## src/rst_seq_map.svh

```systemverilog
`ifndef RST_SEQ_MAP_SVH
`define RST_SEQ_MAP_SVH

// register byte offsets
`define RS_OFS_CAUSE     8'h00
`define RS_OFS_OSC       8'h04
`define RS_OFS_RTC       8'h08
`define RS_OFS_FLASH     8'h0c
`define RS_OFS_STAT      8'h10

// reset_cause_control field positions
`define RS_B_TRAP        15
`define RS_B_ILLOP       14
`define RS_B_CM          9
`define RS_B_VREGS       8
`define RS_B_PIN         7
`define RS_B_SOFT        6
`define RS_B_SWDTEN      5
`define RS_B_WATCHDOG_TIMEOUT_FLAG        4
`define RS_B_SLEEP       3
`define RS_B_IDLE        2
`define RS_B_BOR         1
`define RS_B_POR         0
`define RS_CAUSE_MASK    16'hc3ff
`define RS_CAUSE_POR     16'h0003

// osc_control_reg fields
`define RS_OSC_CUR_LSB   12
`define RS_OSC_NEW_LSB   8
`define RS_OSC_POR       3'h0

// power-on-only registers
`define RS_RTC_POR       16'h0000
`define RS_FLASH_POR     16'h0000

`define RS_RESET_VECTOR  24'h000000

// timing, in ns, and cycle counts rounded up
`define RS_CLK_NS        20
`define RS_POWERON_DELAY_NS       10000
`define RS_REGULATOR_DELAY_NS      10000
`define RS_TPWRT_NS      64000000
`define RS_TRST_NS       32000
`define RS_MONITOR_START_DELAY_NS      100000
`define RS_CYC(ns)       (((ns) + `RS_CLK_NS - 1) / `RS_CLK_NS)
`define RS_POWERON_DELAY_CYC      `RS_CYC(`RS_POWERON_DELAY_NS)
`define RS_REGULATOR_DELAY_CYC     `RS_CYC(`RS_REGULATOR_DELAY_NS)
`define RS_TPWRT_CYC     `RS_CYC(`RS_TPWRT_NS)
`define RS_TRST_CYC      `RS_CYC(`RS_TRST_NS)
`define RS_MONITOR_START_DELAY_CYC     `RS_CYC(`RS_MONITOR_START_DELAY_NS)

// start-up timer of crystal sources, and sequencer and monitor counter widths
`define RS_OST_PERIODS   1024
`define RS_OST_W         10
`define RS_SEQ_W         22
`define RS_MON_W         13

`endif

```

## src/rst_seq_pkg.sv

```systemverilog
package rst_seq_pkg;

    typedef enum logic [4:0] {
        ST_HOLD  = 5'b00001,
        ST_POR   = 5'b00010,
        ST_START = 5'b00100,
        ST_ISR   = 5'b01000,
        ST_RUN   = 5'b10000
    } seq_state_t;

    typedef enum logic [1:0] {
        KIND_POR   = 2'b00,
        KIND_BOR   = 2'b01,
        KIND_OTHER = 2'b10
    } rst_kind_t;

    typedef struct packed {
        logic        psel;
        logic        penable;
        logic        pwrite;
        logic [7:0]  paddr;
        logic [31:0] pwdata;
    } apb_req_t;

    typedef struct packed {
        logic [31:0] prdata;
        logic        pready;
        logic        pslverr;
    } apb_rsp_t;

    typedef struct packed {
        logic brownout;
        logic master_clear_pin_n;
        logic soft_reset;
        logic watchdog_timeout;
        logic config_mismatch;
        logic trap_conflict;
        logic illegal_op;
    } rst_src_t;

    typedef struct packed {
        logic       clk_switch_en;
        logic [2:0] new_osc_select_cfg;
        logic       regulator_en;
        logic       monitor_en;
        logic       osc_is_crystal;
        logic       osc_uses_pll;
    } osc_cfg_t;

endpackage

```

## src/cycle_timer.sv

```systemverilog
`timescale 1ns/100ps

// runs for load_value+1 ticks after start; done while idle
module cycle_timer #(
    parameter int W = 16
) (
    input  wire logic         mclk,
    input  wire logic         arst_n,
    input  wire logic         start,
    input  wire logic         tick,
    input  wire logic [W-1:0] load_value,
    output logic              done
);
    typedef struct packed {
        logic         run;
        logic [W-1:0] cnt;
    } tmr_t;

    tmr_t s;
    tmr_t next_s;

    always_comb begin
        next_s = s;
        if (start) begin
            next_s.run = 1'b1;
            next_s.cnt = load_value;
        end else if (s.run && tick) begin
            if (s.cnt == '0) begin
                next_s.run = 1'b0;
            end else begin
                next_s.cnt = s.cnt - 1'b1;
            end
        end
    end

    always_ff @(posedge mclk or negedge arst_n) begin
        if (!arst_n) begin
            s <= '0;
        end else begin
            s <= next_s;
        end
    end

    assign done = ~s.run;
endmodule // cycle_timer

```

## src/reset_flags_and_delay_sequencer.sv

```systemverilog
// The implementer's own choices: the APB slave port and the placing of the registers.
`timescale 1ns/100ps
// Function
// - trap, illegal-op, mismatch flags: set, cleared by POR or software write
// - software reads and writes every cause flag
// - switching on: POR/BOR config bits, else current
// - switching off: always the configured oscillator
// - release reset after POR and startup delays
// - start-up timer and PLL lock run concurrently
// - POR delay is POR+startup+internal reset
// - startup is regulator delay or power-up timer
// - every reset includes internal reset interval
// - crystal: count 1024 oscillator periods first
// - no execution before clock is released
// - monitor after release; fail switches, traps
// - crystal/PLL: 100 us before monitoring starts
// - only cause and osc resets depend on type
// - rtc and flash registers cleared by POR only
// - any reset clears fetch address to zero
// - reset never goes through interrupt controller
// - any active source asserts system reset
// - POR clears flags, sets brownout and power-on
// - software flag writes never cause reset
`include "rst_seq_map.svh"

module reset_flags_and_delay_sequencer
    import rst_seq_pkg::*;
#(
    parameter int         POWERUP_TIMER_CYCLES   = `RS_TPWRT_CYC,
    parameter int         CLOCK_FAIL_MONITOR_CYCLES   = `RS_MONITOR_START_DELAY_CYC,
    parameter int         SEQ_W         = `RS_SEQ_W,
    parameter int         MON_W         = `RS_MON_W,
    parameter logic [2:0] FAST_OSC_CODE = 3'h0
) (
    input  wire logic     mclk,
    input  wire logic     arst_n,
    input  wire apb_req_t apb_req,
    output apb_rsp_t      apb_rsp,
    input  wire rst_src_t rst_src,
    input  wire logic     power_save_sleep,
    input  wire logic     power_save_idle,
    input  wire osc_cfg_t osc_cfg,
    input  wire logic     osc_tick,
    input  wire logic     pll_locked,
    input  wire logic     osc_clock_valid,
    output logic          system_reset,
    output logic          cpu_run,
    output logic          fetch_start,
    output logic [23:0]   fetch_addr,
    output logic [2:0]    clock_source,
    output logic          osc_fail_trap
);
    typedef struct packed {
        seq_state_t  st;
        rst_kind_t   kind;
        logic [15:0] cause;
        logic [2:0]  cur_osc;
        logic [2:0]  new_osc_req;
        logic [15:0] rtc_cal;
        logic [15:0] flash_ctl;
        logic        mon_pending;
        logic        mon_active;
        logic        fail_trap;
        logic        run_q;
        logic        fetch_go;
        logic [23:0] fetch_pc;
        logic [31:0] prdata;
    } top_t;

    localparam top_t RESET_STATE = '{
        st:          ST_HOLD,
        kind:        KIND_POR,
        cause:       `RS_CAUSE_POR,
        cur_osc:     `RS_OSC_POR,
        new_osc_req: `RS_OSC_POR,
        rtc_cal:     `RS_RTC_POR,
        flash_ctl:   `RS_FLASH_POR,
        mon_pending: 1'b0,
        mon_active:  1'b0,
        fail_trap:   1'b0,
        run_q:       1'b0,
        fetch_go:    1'b0,
        fetch_pc:    `RS_RESET_VECTOR,
        prdata:      32'h0000_0000
    };

    localparam logic [SEQ_W-1:0] LOAD_POR   = SEQ_W'(`RS_POWERON_DELAY_CYC - 1);
    localparam logic [SEQ_W-1:0] LOAD_VREG  = SEQ_W'(`RS_REGULATOR_DELAY_CYC - 1);
    localparam logic [SEQ_W-1:0] LOAD_POWERUP_TIMER  = SEQ_W'(POWERUP_TIMER_CYCLES - 1);
    localparam logic [SEQ_W-1:0] LOAD_RST   = SEQ_W'(`RS_TRST_CYC - 1);
    localparam logic [MON_W-1:0] LOAD_CLOCK_FAIL_MONITOR  = MON_W'(CLOCK_FAIL_MONITOR_CYCLES - 1);
    localparam logic [`RS_OST_W-1:0] LOAD_OST = `RS_OST_W'(`RS_OST_PERIODS - 1);

    top_t s;
    top_t next_s;

    logic             any_src;
    logic             seq_start;
    logic [SEQ_W-1:0] seq_load;
    logic             seq_done;
    logic             mon_start;
    logic             mon_done;
    logic             ost_start;
    logic             ost_done;
    logic             clock_released;
    logic [SEQ_W-1:0] startup_load;
    logic             apb_wr;
    logic             apb_setup;
    logic             mapped;
    logic [31:0]      rd_mux;

    // delays run on mclk, which stays up whatever oscillator the core picks
    cycle_timer #(.W(SEQ_W)) seq_timer (
        .mclk       (mclk),
        .arst_n     (arst_n),
        .start      (seq_start),
        .tick       (1'b1),
        .load_value (seq_load),
        .done       (seq_done)
    );

    cycle_timer #(.W(MON_W)) mon_timer (
        .mclk       (mclk),
        .arst_n     (arst_n),
        .start      (mon_start),
        .tick       (1'b1),
        .load_value (LOAD_CLOCK_FAIL_MONITOR),
        .done       (mon_done)
    );

    // counts oscillator periods, 10-bit, 1024 of them
    cycle_timer #(.W(`RS_OST_W)) ost_timer (
        .mclk       (mclk),
        .arst_n     (arst_n),
        .start      (ost_start),
        .tick       (osc_tick & osc_cfg.osc_is_crystal),
        .load_value (LOAD_OST),
        .done       (ost_done)
    );

    // any active source holds reset
    assign any_src = rst_src.brownout | ~rst_src.master_clear_pin_n
                   | rst_src.soft_reset | rst_src.watchdog_timeout
                   | rst_src.config_mismatch | rst_src.trap_conflict
                   | rst_src.illegal_op;

    // regulator delay or power-up timer
    assign startup_load = osc_cfg.regulator_en ? LOAD_VREG : LOAD_POWERUP_TIMER;

    // oscillator restarts only on power events; it counts beside the reset delay
    assign ost_start = (s.st == ST_HOLD) && (s.kind != KIND_OTHER);

    // pll lock is waited for in parallel, not after release
    assign clock_released = (~osc_cfg.osc_is_crystal | ost_done)
                          & (~osc_cfg.osc_uses_pll | pll_locked);

    assign apb_wr    = apb_req.psel & apb_req.penable & apb_req.pwrite;
    assign apb_setup = apb_req.psel & ~apb_req.penable;

    always_comb begin
        mapped = 1'b1;
        rd_mux = 32'h0000_0000;
        case (apb_req.paddr)
            `RS_OFS_CAUSE: rd_mux = {16'h0000, s.cause};
            `RS_OFS_OSC:   rd_mux = {16'h0000, 1'b0, s.cur_osc, 1'b0,
                                     s.new_osc_req, 8'h00};
            `RS_OFS_RTC:   rd_mux = {16'h0000, s.rtc_cal};
            `RS_OFS_FLASH: rd_mux = {16'h0000, s.flash_ctl};
            `RS_OFS_STAT:  rd_mux = {22'h000000, s.st, s.kind, s.mon_active,
                                     clock_released, s.run_q};
            default:       mapped = 1'b0;
        endcase
    end

    always_comb begin
        next_s           = s;
        next_s.fail_trap = 1'b0;
        seq_start        = 1'b0;
        seq_load         = LOAD_RST;
        mon_start        = 1'b0;

        // sequence: each stage waits for the previous one to expire
        case (s.st)
            ST_HOLD: begin
                if (!any_src) begin
                    seq_start = 1'b1;
                    case (s.kind)
                        KIND_POR: begin
                            seq_load  = LOAD_POR;
                            next_s.st = ST_POR;
                        end
                        KIND_BOR: begin
                            seq_load  = startup_load;
                            next_s.st = ST_START;
                        end
                        default: begin
                            seq_load  = LOAD_RST;
                            next_s.st = ST_ISR;
                        end
                    endcase
                end
            end
            ST_POR: begin
                if (seq_done) begin
                    seq_start = 1'b1;
                    seq_load  = startup_load;
                    next_s.st = ST_START;
                end
            end
            ST_START: begin
                if (seq_done) begin
                    seq_start = 1'b1;
                    seq_load  = LOAD_RST;
                    next_s.st = ST_ISR;
                end
            end
            ST_ISR: begin
                if (seq_done) begin
                    next_s.st = ST_RUN;
                    if (osc_cfg.monitor_en) begin
                        if (osc_cfg.osc_is_crystal | osc_cfg.osc_uses_pll) begin
                            mon_start          = 1'b1;
                            next_s.mon_pending = 1'b1;
                        end else begin
                            next_s.mon_active = 1'b1;
                        end
                    end
                end
            end
            ST_RUN: begin
                next_s.st = ST_RUN;
            end
            default: begin
                next_s.st = ST_HOLD;
            end
        endcase

        if (s.mon_pending && mon_done) begin
            next_s.mon_pending = 1'b0;
            next_s.mon_active  = 1'b1;
        end

        // no good clock once watching: fall back to the fast oscillator
        if (s.mon_active && !osc_clock_valid && s.cur_osc != FAST_OSC_CODE) begin
            next_s.cur_osc   = FAST_OSC_CODE;
            next_s.fail_trap = 1'b1;
        end

        if (any_src) begin
            next_s.st          = ST_HOLD;
            next_s.mon_pending = 1'b0;
            next_s.mon_active  = 1'b0;
            if (rst_src.brownout) begin
                next_s.kind = KIND_BOR;
            end else if (s.st == ST_RUN) begin
                next_s.kind = KIND_OTHER;
            end
        end

        // a power kind stays until the full sequence has run
        if (s.st == ST_HOLD || next_s.st == ST_HOLD) begin
            if (!osc_cfg.clk_switch_en) begin
                next_s.cur_osc = osc_cfg.new_osc_select_cfg;
            end else if (next_s.kind != KIND_OTHER) begin
                next_s.cur_osc = osc_cfg.new_osc_select_cfg;
            end
            // pc forced to zero directly, no vector fetch or arbitration
            next_s.fetch_pc = `RS_RESET_VECTOR;
        end

        // core only runs on a released clock, even after reset lifts
        next_s.run_q    = (next_s.st == ST_RUN) & clock_released;
        next_s.fetch_go = next_s.run_q & ~s.run_q;

        // software writes only store status, no reset path from here
        if (apb_wr) begin
            case (apb_req.paddr)
                `RS_OFS_CAUSE: next_s.cause = apb_req.pwdata[15:0] & `RS_CAUSE_MASK;
                `RS_OFS_OSC:   next_s.new_osc_req = apb_req.pwdata[10:8];
                `RS_OFS_RTC:   next_s.rtc_cal = apb_req.pwdata[15:0];
                `RS_OFS_FLASH: next_s.flash_ctl = apb_req.pwdata[15:0];
                default:       next_s.cause = next_s.cause;
            endcase
        end

        // power-save clears the timeout flag; sets below still win
        if (power_save_sleep | power_save_idle) begin
            next_s.cause[`RS_B_WATCHDOG_TIMEOUT_FLAG] = 1'b0;
        end

        // hardware sets come last so an event never loses to a clear
        if (rst_src.trap_conflict)   next_s.cause[`RS_B_TRAP]  = 1'b1;
        if (rst_src.illegal_op)      next_s.cause[`RS_B_ILLOP] = 1'b1;
        if (rst_src.config_mismatch) next_s.cause[`RS_B_CM]    = 1'b1;
        if (!rst_src.master_clear_pin_n) next_s.cause[`RS_B_PIN] = 1'b1;
        if (rst_src.soft_reset)      next_s.cause[`RS_B_SOFT]  = 1'b1;
        if (rst_src.watchdog_timeout) next_s.cause[`RS_B_WATCHDOG_TIMEOUT_FLAG] = 1'b1;
        if (power_save_sleep)        next_s.cause[`RS_B_SLEEP] = 1'b1;
        if (power_save_idle)         next_s.cause[`RS_B_IDLE]  = 1'b1;
        if (rst_src.brownout)        next_s.cause[`RS_B_BOR]   = 1'b1;

        // read data is latched in setup so the access phase needs no wait
        if (apb_setup) begin
            next_s.prdata = rd_mux;
        end
    end

    // only arst_n reloads cause, osc, rtc and flash values
    always_ff @(posedge mclk or negedge arst_n) begin
        if (!arst_n) begin
            s <= RESET_STATE;
        end else begin
            s <= next_s;
        end
    end

    assign apb_rsp.prdata  = s.prdata;
    assign apb_rsp.pready  = 1'b1;
    assign apb_rsp.pslverr = apb_req.psel & apb_req.penable & ~mapped;

    assign system_reset  = any_src | (s.st != ST_RUN);
    assign cpu_run       = s.run_q;
    assign fetch_start   = s.fetch_go;
    assign fetch_addr    = s.fetch_pc;
    assign clock_source  = s.cur_osc;
    assign osc_fail_trap = s.fail_trap;
endmodule // reset_flags_and_delay_sequencer

```

## config.mk

```make
export PLATFORM = sky130hd
export DESIGN_NAME = reset_flags_and_delay_sequencer
export DESIGN_NICKNAME = d
export VERILOG_FILES = /design/src/rst_seq_pkg.sv /design/src/cycle_timer.sv /design/src/reset_flags_and_delay_sequencer.sv
export VERILOG_INCLUDE_DIRS = /design/src
export SDC_FILE = /design/constraint.sdc
export NUM_CORES = 1
export LEC_CHECK = 0
export ABC_CLOCK_PERIOD_IN_PS = 2300
export BUFFER_PORTS_ARGS = -buffer_cell sky130_fd_sc_hd__buf_2
export CAP_MARGIN = 30
export CORE_ASPECT_RATIO = 2
export CORE_MARGIN = 10
export CORE_UTILIZATION = 43
export DETAILED_ROUTE_END_ITERATION = 6
export PLACE_DENSITY = 0.74
export SYNTH_ARGS = -nofsm -noshare
export SYNTH_HDL_FRONTEND = slang
export SYNTH_SLANG_ARGS = --single-unit
```

## constraint.sdc

```tcl
create_clock -name mclk -period 2.3 [get_ports mclk]
set_input_delay 0.46 -clock mclk [delete_from_list [all_inputs] [get_ports mclk]]
set_output_delay 0.46 -clock mclk [all_outputs]
set_load 0.05 [all_outputs]
```

==> results.ini, run 1 <==
[route]
first_iter_violations = 283
wl_um = 16600
vias = 5290
route.met3.wl_um = 854
drtAntennaViolNets = 0
top_layer = met4
wl_met2_um = 9310
wl_per_cell_um = 16.8
first_pass_iters = 5
vias_per_cell = 5.38
wl_met1_um = 6000
drc = 0

[final_layout]
fin_cells = 983
n_antenna_cell = 0
fill_cells = 1374
final_cell_area_um2 = 7990
seqCellArea_um2 = 3160
final_nets = 840
drive_gt1_share_pct = 29.4
multi_input_area_um2 = 3100
syn2layout_area_growth_pct = 19.5

[logic_synthesis]
synth.area.mux_share_pct = 9.18
syn_area_per_cell_um2 = 9.95
seq_area_frac_synth_pct = 47.2
yosysUniqueCellTypes = 62
yosys.area_share.xor_xnor_pct = 3.27
synthDominantCellAreaShare_pct = 46.0
synth_fa_ha_area_share_pct = 0.561
synth_cells = 672
ys.flop_type = dfrtp_1
synth_top_family_by_area = simple AND/OR/NAND/NOR gates
synthSimpleGateAreaFrac_pct = 18.2
yosys_warnings = 0
synth_area_um2 = 6690
synth_top_area_cell = dfrtp_1
yosys-top-cells-area = dfrtp_1 46%, buf_4 6.8%, mux2_2 6.7%, nand2_1 4.4%, nor2_1 2.7%
synth_edf_count = 0
yosys_register_bits = 126
synth_compound_area_share_pct = 11.9
async_reset_ff_share_pct = 100

[power]
comb_power_share_pct = 16.0
p_leak_uw = 0.00379
vdd_drop_max_mv = 0.654
switchingPower_uw = 1840
internal-power_uw = 4210
p_per_area_nw_per_um2 = 757
p_seq_share_pct = 41.3
swShare_pct = 30.3
clockPowerShare_pct = 42.7

[setup_path]
crit_type = flop to flop
cp-end-kind = flop
critPathLaunchType = flop
required_ns = 2.62
arrival_ns = 2.61
path_max_fanout = 5

[placed_design]
dpl.hpwl_um = 12500
gp_congestion = 0.918
place_area_um2 = 7310
numPortBuffers = 72
dp.cells = 947

[run]
maxCapViolations = 0

[clock_network]
htreeDepth = 4
cts_made_buffers = 17
clkTransAtPathRegs_ns = 0.07
clk_latency_ns = 0.43
cts_tree = built
root_buffer = clkbuf_16
clk_path_buf_depth = 2
cts.sinks = 126

[timing]
fmax_mhz = 436
rsz0062_at_grt = true
final_max_slew_viol_count = 0
slew_headroom_pct = 53.2
period_share_pct = 99.7
fin_worst_skew_ns = 0.0101
setup_viol = 0
hold_ws_ns = 0.234
worstMarginPinSlew_ns = 0.701
finalCriticalPeriod_ns = 2.29
hold_viol_final = 0

[floorplan]
ios = 130
initial_core_util_pct = 43.7
core_area_um2 = 15300
die_h_um = 196
fp-row-count = 64
dieArea_um2 = 21200
die_w_um = 108

[grt]
grt_overflow = 0
antenna_found_initial = 0
grt_util_all_layers_pct = 15.8
grt_max_degree = 48
grt_pass1_wl_um = 26900
grt_pass1_vias = 5531

[worst_hold_path]
hp-class = input pin to flop

[run_status]
status = complete, no violations

-- worst max-delay path: stages (launching register included) --
cell and delay, ns:
dfrtp_1 0.39, or4_4 0.52, or3_4 0.43, or4_1 0.43
nor3_1 0.21, xnor2_1 0.15, nor2_1 0.05
-- power groups by stage --
stage	combinational [uW]	clock [uW]	sequential, uW
floorplan	665	0	2500
global placement	890	0	2520
detailed placement	905	0	2520
CTS	917	2630	2480
global route	1060	2730	2520
finish	968	2590	2500
-- cell type report --
cell class	count	area share, %
Sequential cell	126	39.5
Clock buffer	17	5.32
Inverter	16	0.751
Multi-Input combinational cell	482	38.8
Tap cell	198	3.10
Timing Repair Buffer	129	10.7
Clock inverter	15	1.82
-- state kept, by name (all words and copies together) (netlist names) --
| name | cells |
|---|---|
| cpu_run | 1 |
| clock_source | 3 |
| osc_fail_trap | 1 |
| ost_timer.s | 11 |
| apb_rsp | 16 |
| mon_timer.s | 14 |
| fetch_start | 1 |
| seq_timer.s | 23 |
| s | 56 |
-- metal layers --
layer,vias up,track usage [%]
met5,-,0
met4,0,7.06
met3,29,4.38
met2,140,29.2
met1,2629,15.6
li1,2492,-
-- stage by stage --
stage / utilization [%] / setup slack (ns) / power (uW) / TNS [ns]
2_1_floorplan: - / -0.152 / 3170 / -1.81
3_3_place_gp: 47.8 / -0.0417 / 3410 / -0.124
3_5_place_dp: 47.8 / -0.134 / 3430 / -1.03
4_1_cts: 51.7 / 0.00702 / 6030 / 0
5_1_grt: 52.3 / -0.0782 / 6310 / -0.354
6_report: 52.3 / 0.00727 / 6050 / 0
-- cells in the mapped netlist, drive strengths merged (3+ instances only) --
master / instances
nand4: 3
a221oi: 8
o31ai: 10
xor2: 6
nand3b: 8
mux2i: 13
clkbuf: 17
inv: 16
xnor2: 19
or3: 9
nor3: 21
o21ai: 46
and3: 10
mux2: 41
ha: 3
dfstp: 3
nand2b: 8
nor2b: 3
nor4: 13
a21oi: 14
buf: 70
nand3: 13
nor4b: 3
a22o: 14
nor2: 48
nand2: 80
or4: 7
o21bai: 3
dfrtp: 123
or2: 8
a22oi: 6
-- cell families after synthesis --
family | count (synthesis)
simple gates | 240
flops | 126
compound gates | 118
buf+inv | 103
mux | 55
xor+xnor | 25
fa+ha+maj | 3
other cells | 2
-- cell usage in the layout (no fill, tap or decap), types with 4 or more instances in the layout --
cell	instances
or4_4	4
o21ai_0	32
o21ai_1	12
nor2_1	47
a22oi_1	6
xnor2_1	19
a221oi_1	8
inv_6	8
dfrtp_1	123
and3_1	10
nor3_1	19
mux2i_1	13
buf_2	70
buf_4	51
or3_1	7
a22o_1	14
xor2_1	6
nor4_1	10
mux2_2	40
nand2b_1	8
nand2_1	78
nand3_1	13
o31ai_1	9
clkbuf_16	17
inv_1	16
buf_12	4
conb_1	41
a21oi_1	14
nand3b_1	8
or2_2	6
-- what timing repair did --
action,in CTS,in global routing
buffers inserted,1,2
hold buffers,1,0
endpoints found under the hold margin,25,0
endpoints found under the setup margin,14,21
gates resized for setup,1,17
pin swaps,0,5
-- path summary, 6_finish.rpt --
check	startpoint	to	slack [ns]	depth (start not counted)
max reg2reg	seq_timer.s[13]	seq_timer.s[19]	0.007	6
min in group asynchronous	arst_n	s[71]	0.57	2
min reg2reg	s[99]	s[99]	0.46	2
min	power_save_sleep	s[103]	0.23	2
max in group asynchronous	arst_n	s[99]	1.05	3
max	seq_timer.s[13]	seq_timer.s[19]	0.007	6
Note: power is estimated with default switching activity, not from simulation.
==> inputs of run 2 (changes only) <==
--- a/config.mk
+++ b/config.mk
@@ -14,6 +14,7 @@
 export CORE_UTILIZATION = 43
 export DETAILED_ROUTE_END_ITERATION = 6
 export PLACE_DENSITY = 0.74
+export REMOVE_ABC_BUFFERS = 1
 export SYNTH_ARGS = -nofsm -noshare
 export SYNTH_HDL_FRONTEND = slang
 export SYNTH_SLANG_ARGS = --single-unit
==> run 2 against run 1 <==
Against the previous run:
- the run now ends with setup timing left
- final area rose by 1.2%
- clock skew decreased by 0.0043 ns
- critical path type unchanged
- combinational power about the same
- critical endpoint is now seq_timer.s[6]
- wire length up 1.4%
- count of clock-buffer cells in the layout is 1 higher
- clock power increased by 12%
- maximum frequency is 4.7% lower
- largest cell class is now multi-input combinational cells
- utilization grew 0.65 points
==> results.ini, run 2 (synthesized netlist as in run 1, its figures left out) <==
[floorplan]
core_area_um2 = 15300
die_w_um = 108
die_h_um = 196
fp-row-count = 64
initial_core_util_pct = 43.7
ios = 130
dieArea_um2 = 21200

[clock_network]
htreeDepth = 4
cts_made_buffers = 17
root_buffer = clkbuf_16
clk_path_buf_depth = 2
cts.sinks = 126
clkTransAtPathRegs_ns = 0.06
cts_tree = built
clk_latency_ns = 0.43

[setup_path]
arrival_ns = 2.77
path_max_fanout = 12
required_ns = 2.66
critPathLaunchType = flop
cp_top_family = simple AND/OR/NAND/NOR gates
worstSetupStartpoint = seq_timer.s[9]
crit_type = flop to flop
r2r-start = seq_timer.s[9]
cp_slowest_cell = or4_4
cp-end-kind = flop
path_buf_inv = 1
worstPathCellList = or4_4 -> or3_4 -> o41ai_4 -> buf_6 -> nand2_4 -> o21ai_1 -> a22o_1
cp_slowest_stage_delay_ns = 0.54

[power]
vdd_drop_max_mv = 0.951
p_per_area_nw_per_um2 = 788
comb_power_share_pct = 15.2
p_leak_uw = 0.00382
swShare_pct = 27.3
internal-power_uw = 4630
switchingPower_uw = 1740
clockPowerShare_pct = 45.6
p_seq_share_pct = 39.2

[run_status]
violations = setup timing
status = finished, violations left

[final_layout]
largest_register_ffs = 56
regMostFlops = s
layout_commonest_cell = dfrtp_1
final_nets = 840
final_cell_mix = 123 x dfrtp_1, 78 x nand2_1, 71 x buf_2
fill_cells = 1368
n_antenna_cell = 0
drive_gt1_share_pct = 30.6
syn2layout_area_growth_pct = 21.0

[timing]
hold_ws_ns = 0.225
worstMarginPinSlew_ns = 0.610
finalCriticalPeriod_ns = 2.41
finalWorstSetupSlack_ns = -0.107
slew_headroom_pct = 59.0
tns_ns = -1.27
fin_worst_skew_ns = 0.00582
final_max_slew_viol_count = 0
hold_viol_final = 0
fmax_mhz = 415
rsz0062_at_grt = true
setup_viol = 18
period_share_pct = 105

[grt]
grt_pass1_vias = 5764
grtUsageMet3_pct = 4.38
grt_util_all_layers_pct = 16.4
grt_overflow = 0
busiest_layer = met2
antenna_found_initial = 0
grt_pass1_wl_um = 27900
use_met2_pct = 29.9
use_met1_pct = 15.2
grt_max_degree = 54

[run]
maxCapViolations = 0

[worst_hold_path]
hp-class = input pin to flop
worstHoldStart = power_save_idle

[route]
wl_um = 16800
drtAntennaViolNets = 0
first_iter_violations = 226
vias = 5269
wl_per_cell_um = 17.1
vias_per_cell = 5.36
first_pass_iters = 4
drc = 0

[placed_design]
dpl_worst_slack_ns = -0.120
numPortBuffers = 72
gp_congestion = 0.888
dpl.hpwl_um = 12500

run 2: cell count changes in the layout (fill, tap and decap cells not counted), sizes merged:
cell / previous run / this run
inv: 27 / 22
clkinv: 3 / 4
clkinvlp: 1 / 0
bufinv: 0 / 4
nand2: 80 / 81
run 2: worst reg2reg max path: cells and delay by family (launching register included):
kind	cells	cell delay, ns
AO/OA/AOI/OAI	3	0.64
AND/OR/NAND/NOR	3	1.11
buffers and inverters	1	0.22
flip-flops	1	0.38
run 2: power groups by stage:
stage | Clock (uW) | Combinational, uW | Sequential [uW]
CTS | 2950 | 937 | 2490
detailed placement | 0 | 884 | 2530
floorplan | 0 | 552 | 2530
global placement | 0 | 869 | 2520
finish | 2910 | 966 | 2500
global route | 3060 | 1060 | 2520
run 2: worst paths after layout:
check                            endpoint  slack [ns]  depth (start not counted)
max                        seq_timer.s[6]       -0.11                          7
min                                s[103]        0.23                          2
max reg2reg                seq_timer.s[6]       -0.11                          7
min reg2reg                         s[99]        0.47                          2
max in group asynchronous           s[99]        1.12                          3
min in group asynchronous           s[71]        0.53                          2
run 2: what timing repair did:
item / in CTS / in global routing
cloned: 2 / 0
gates resized for setup: 7 / 26
setup endpoints to repair: 19 / 28
pin swaps: 3 / 4
buffers inserted: 4 / 1
endpoints found under the hold margin: 31 / 0
hold buffers: 1 / 0
run 2: final cells by class:
class / instances / area [um^2] / area share, %
well taps: 198 / 248 / 3.06
clock buffers: 18 / 439 / 5.43
flip-flops and latches: 126 / 3160 / 39.0
clock inverters: 14 / 204 / 2.52
inverters: 16 / 60.1 / 0.742
repair buffers: 128 / 826 / 10.2
multi-input cells: 483 / 3160 / 39.0
run 2: through the flow:
stage | utilization, % | instances | area, um^2 | power, uW
final | 52.9 | 983 | 8090 | 6370
after global placement | 47.5 | 943 | 7260 | 3390
after global routing | 52.9 | 983 | 8090 | 6640
after detailed placement | 47.5 | 943 | 7260 | 3410
after CTS | 52.2 | 982 | 7980 | 6380
after floorplan | - | 624 | 6250 | 3080
run 2: per-layer routing:
layer,wire (um),share of wire [%]
met5,0,0
met2,9320,56
met1,5670,34
met4,838,5.0
met3,960,5.7
==> inputs of run 3 (changes only) <==
--- a/config.mk
+++ b/config.mk
@@ -13,8 +13,10 @@
 export CORE_MARGIN = 10
 export CORE_UTILIZATION = 43
 export DETAILED_ROUTE_END_ITERATION = 6
+export GPL_TIMING_DRIVEN = 0
 export PLACE_DENSITY = 0.74
 export REMOVE_ABC_BUFFERS = 1
+export SKIP_LAST_GASP = 1
 export SYNTH_ARGS = -nofsm -noshare
 export SYNTH_HDL_FRONTEND = slang
 export SYNTH_SLANG_ARGS = --single-unit
==> run 3 against run 2 <==
Against the previous run:
- the flow still finishes with violations (setup timing)
- sequential power grew 2%
- sequential cell count is the same
- maximum frequency grew 2.3%
- cell count shrank 2.7%
- sequential share of layout area grew 0.92 points
- power shrank 2.0%
- final area shrank 2.0%
- first-iteration DRC count grew 21%
- largest cell class unchanged
==> results.ini, run 3 (synthesized netlist as in run 1, its figures left out) <==
[grt]
antenna_found_initial = 0
grt_pass1_vias = 5631
grt_max_degree = 98
grt_pass1_wl_um = 27200
grt_overflow = 0
grt_util_all_layers_pct = 15.9

[final_layout]
n_antenna_cell = 0
final_nets = 815
largest_register_ffs = 56
regMostFlops = s
final_util_pct = 51.8
drive_gt1_share_pct = 28.2
final_cell_mix = 118 x dfrtp_1, 77 x nand2_1, 72 x buf_2
fill_cells = 1339
seqCellArea_um2 = 3170
final_cell_area_um2 = 7930
layout_commonest_cell = dfrtp_1
multi_input_area_um2 = 3210
syn2layout_area_growth_pct = 18.5

[route]
first_iter_violations = 273
vias_per_cell = 5.56
drtAntennaViolNets = 0
wl_um = 16800
wl_per_cell_um = 17.6
vias = 5314
first_pass_iters = 5
drc = 0

[setup_path]
worstPathCellList = or4_1 -> or2_1 -> o41ai_4 -> buf_4 -> buf_8 -> nand2_8 -> a22o_1
path_max_fanout = 6
arrival_ns = 2.65
crit_type = flop to flop
cp_slowest_stage_delay_ns = 0.55
cp-end-kind = flop
critPathLaunchType = flop
required_ns = 2.60
r2r_slack_ns = -0.05
cp_slowest_cell = or4_1

[run_status]
status = finished, violations left
violations = setup timing

[timing]
finalWorstSetupSlack_ns = -0.0519
fmax_mhz = 425
period_share_pct = 102
tns_ns = -0.283
finalCriticalPeriod_ns = 2.35
slew_headroom_pct = 33.7
hold_ws_ns = 0.230
final_max_slew_viol_count = 0
worstMarginPinSlew_ns = 0.994
hold_viol_final = 0
setup_viol = 15
fin_worst_skew_ns = 0.00700
rsz0062_at_grt = true

[floorplan]
fp-row-count = 64
dieArea_um2 = 21200
core_area_um2 = 15300
die_h_um = 196
die_w_um = 108
initial_core_util_pct = 43.7
ios = 130

[placed_design]
numPortBuffers = 72
dpl.hpwl_um = 11800
place_area_um2 = 6930
gp_congestion = 0.841

[clock_network]
cts_tree = built
root_buffer = clkbuf_16
clk_latency_ns = 0.42
htreeDepth = 4
clkTransAtPathRegs_ns = 0.05
cts.sinks = 126
clk_path_buf_depth = 2
cts_made_buffers = 17

[power]
p_leak_uw = 0.00371
p_per_area_nw_per_um2 = 788
vdd_drop_max_mv = 0.875

[worst_hold_path]
hp-class = input pin to flop

[run]
maxCapViolations = 0

run 3: cell count changes in the layout (fill, tap and decap cells not counted), moves of 3 or more:
cell      before  now
inv_6          6    0
dfrtp_1      123  118
clkinv_4       3    0
dfrtp_2        0    4
buf_4         50   21
clkbuf_1       0    3
o21ai_1        5   11
o21ai_2       10    3
run 3: area by class of cell:
class / count / area share, %
Timing Repair Buffer: 102 / 7.95
Tap cell: 198 / 3.13
Sequential cell: 126 / 39.9
Clock inverter: 7 / 1.70
Multi-Input combinational cell: 484 / 40.5
Inverter: 16 / 0.758
Clock buffer: 23 / 6.03
run 3: through the flow:
stage               setup slack (ns)  total power, uW  std cells
CTS                          -0.0126             6250        949
finish                       -0.0519             6250        956
global placement               -1.34             3290        894
floorplan                     -0.459             3080        624
detailed placement            -0.908             3320        899
global route                  -0.114             6460        956
run 3: metal layers:
metal | wire length (um) | vias up | global-route usage [%]
met5 | 0 | - | 0
met4 | 772 | 0 | 11.2
met3 | 942 | 55 | 3.79
met2 | 9160 | 210 | 28.3
met1 | 5900 | 2616 | 15.3
li1 | - | 2433 | -
run 3: path summary, 6_finish.rpt:
kind | cells past startpoint | start | endpoint
setup / recovery | 7 | seq_timer.s[19] | seq_timer.s[3]
hold / removal | 2 | power_save_sleep | s[103]
setup reg to reg | 7 | seq_timer.s[19] | seq_timer.s[3]
hold reg to reg | 2 | s[99] | s[99]
max in group asynchronous | 3 | arst_n | seq_timer.s[11]
min in group asynchronous | 2 | arst_n | s[71]
run 3: worst max-delay path: cells and delay by family (launching register included):
| family | cells | cell delay [ns] |
|---|---|---|
| AOI/OAI and AO/OA | 2 | 0.59 |
| and+or+nand+nor | 3 | 0.89 |
| DFF | 1 | 0.40 |
| buffers and inverters | 2 | 0.34 |
run 3: power breakdown:
group / internal (uW) / switching, uW
Combinational: 362 / 522
Sequential: 2370 / 172
Clock: 1880 / 940
Total: 4610 / 1630
run 3: what timing repair did:
action	CTS	global route
hold buffers	1	0
pin swaps	12	8
buffers inserted	17	7
hold endpoints to repair	29	0
gates cloned	2	0
resized for setup	22	22
endpoints found under the setup margin	55	63
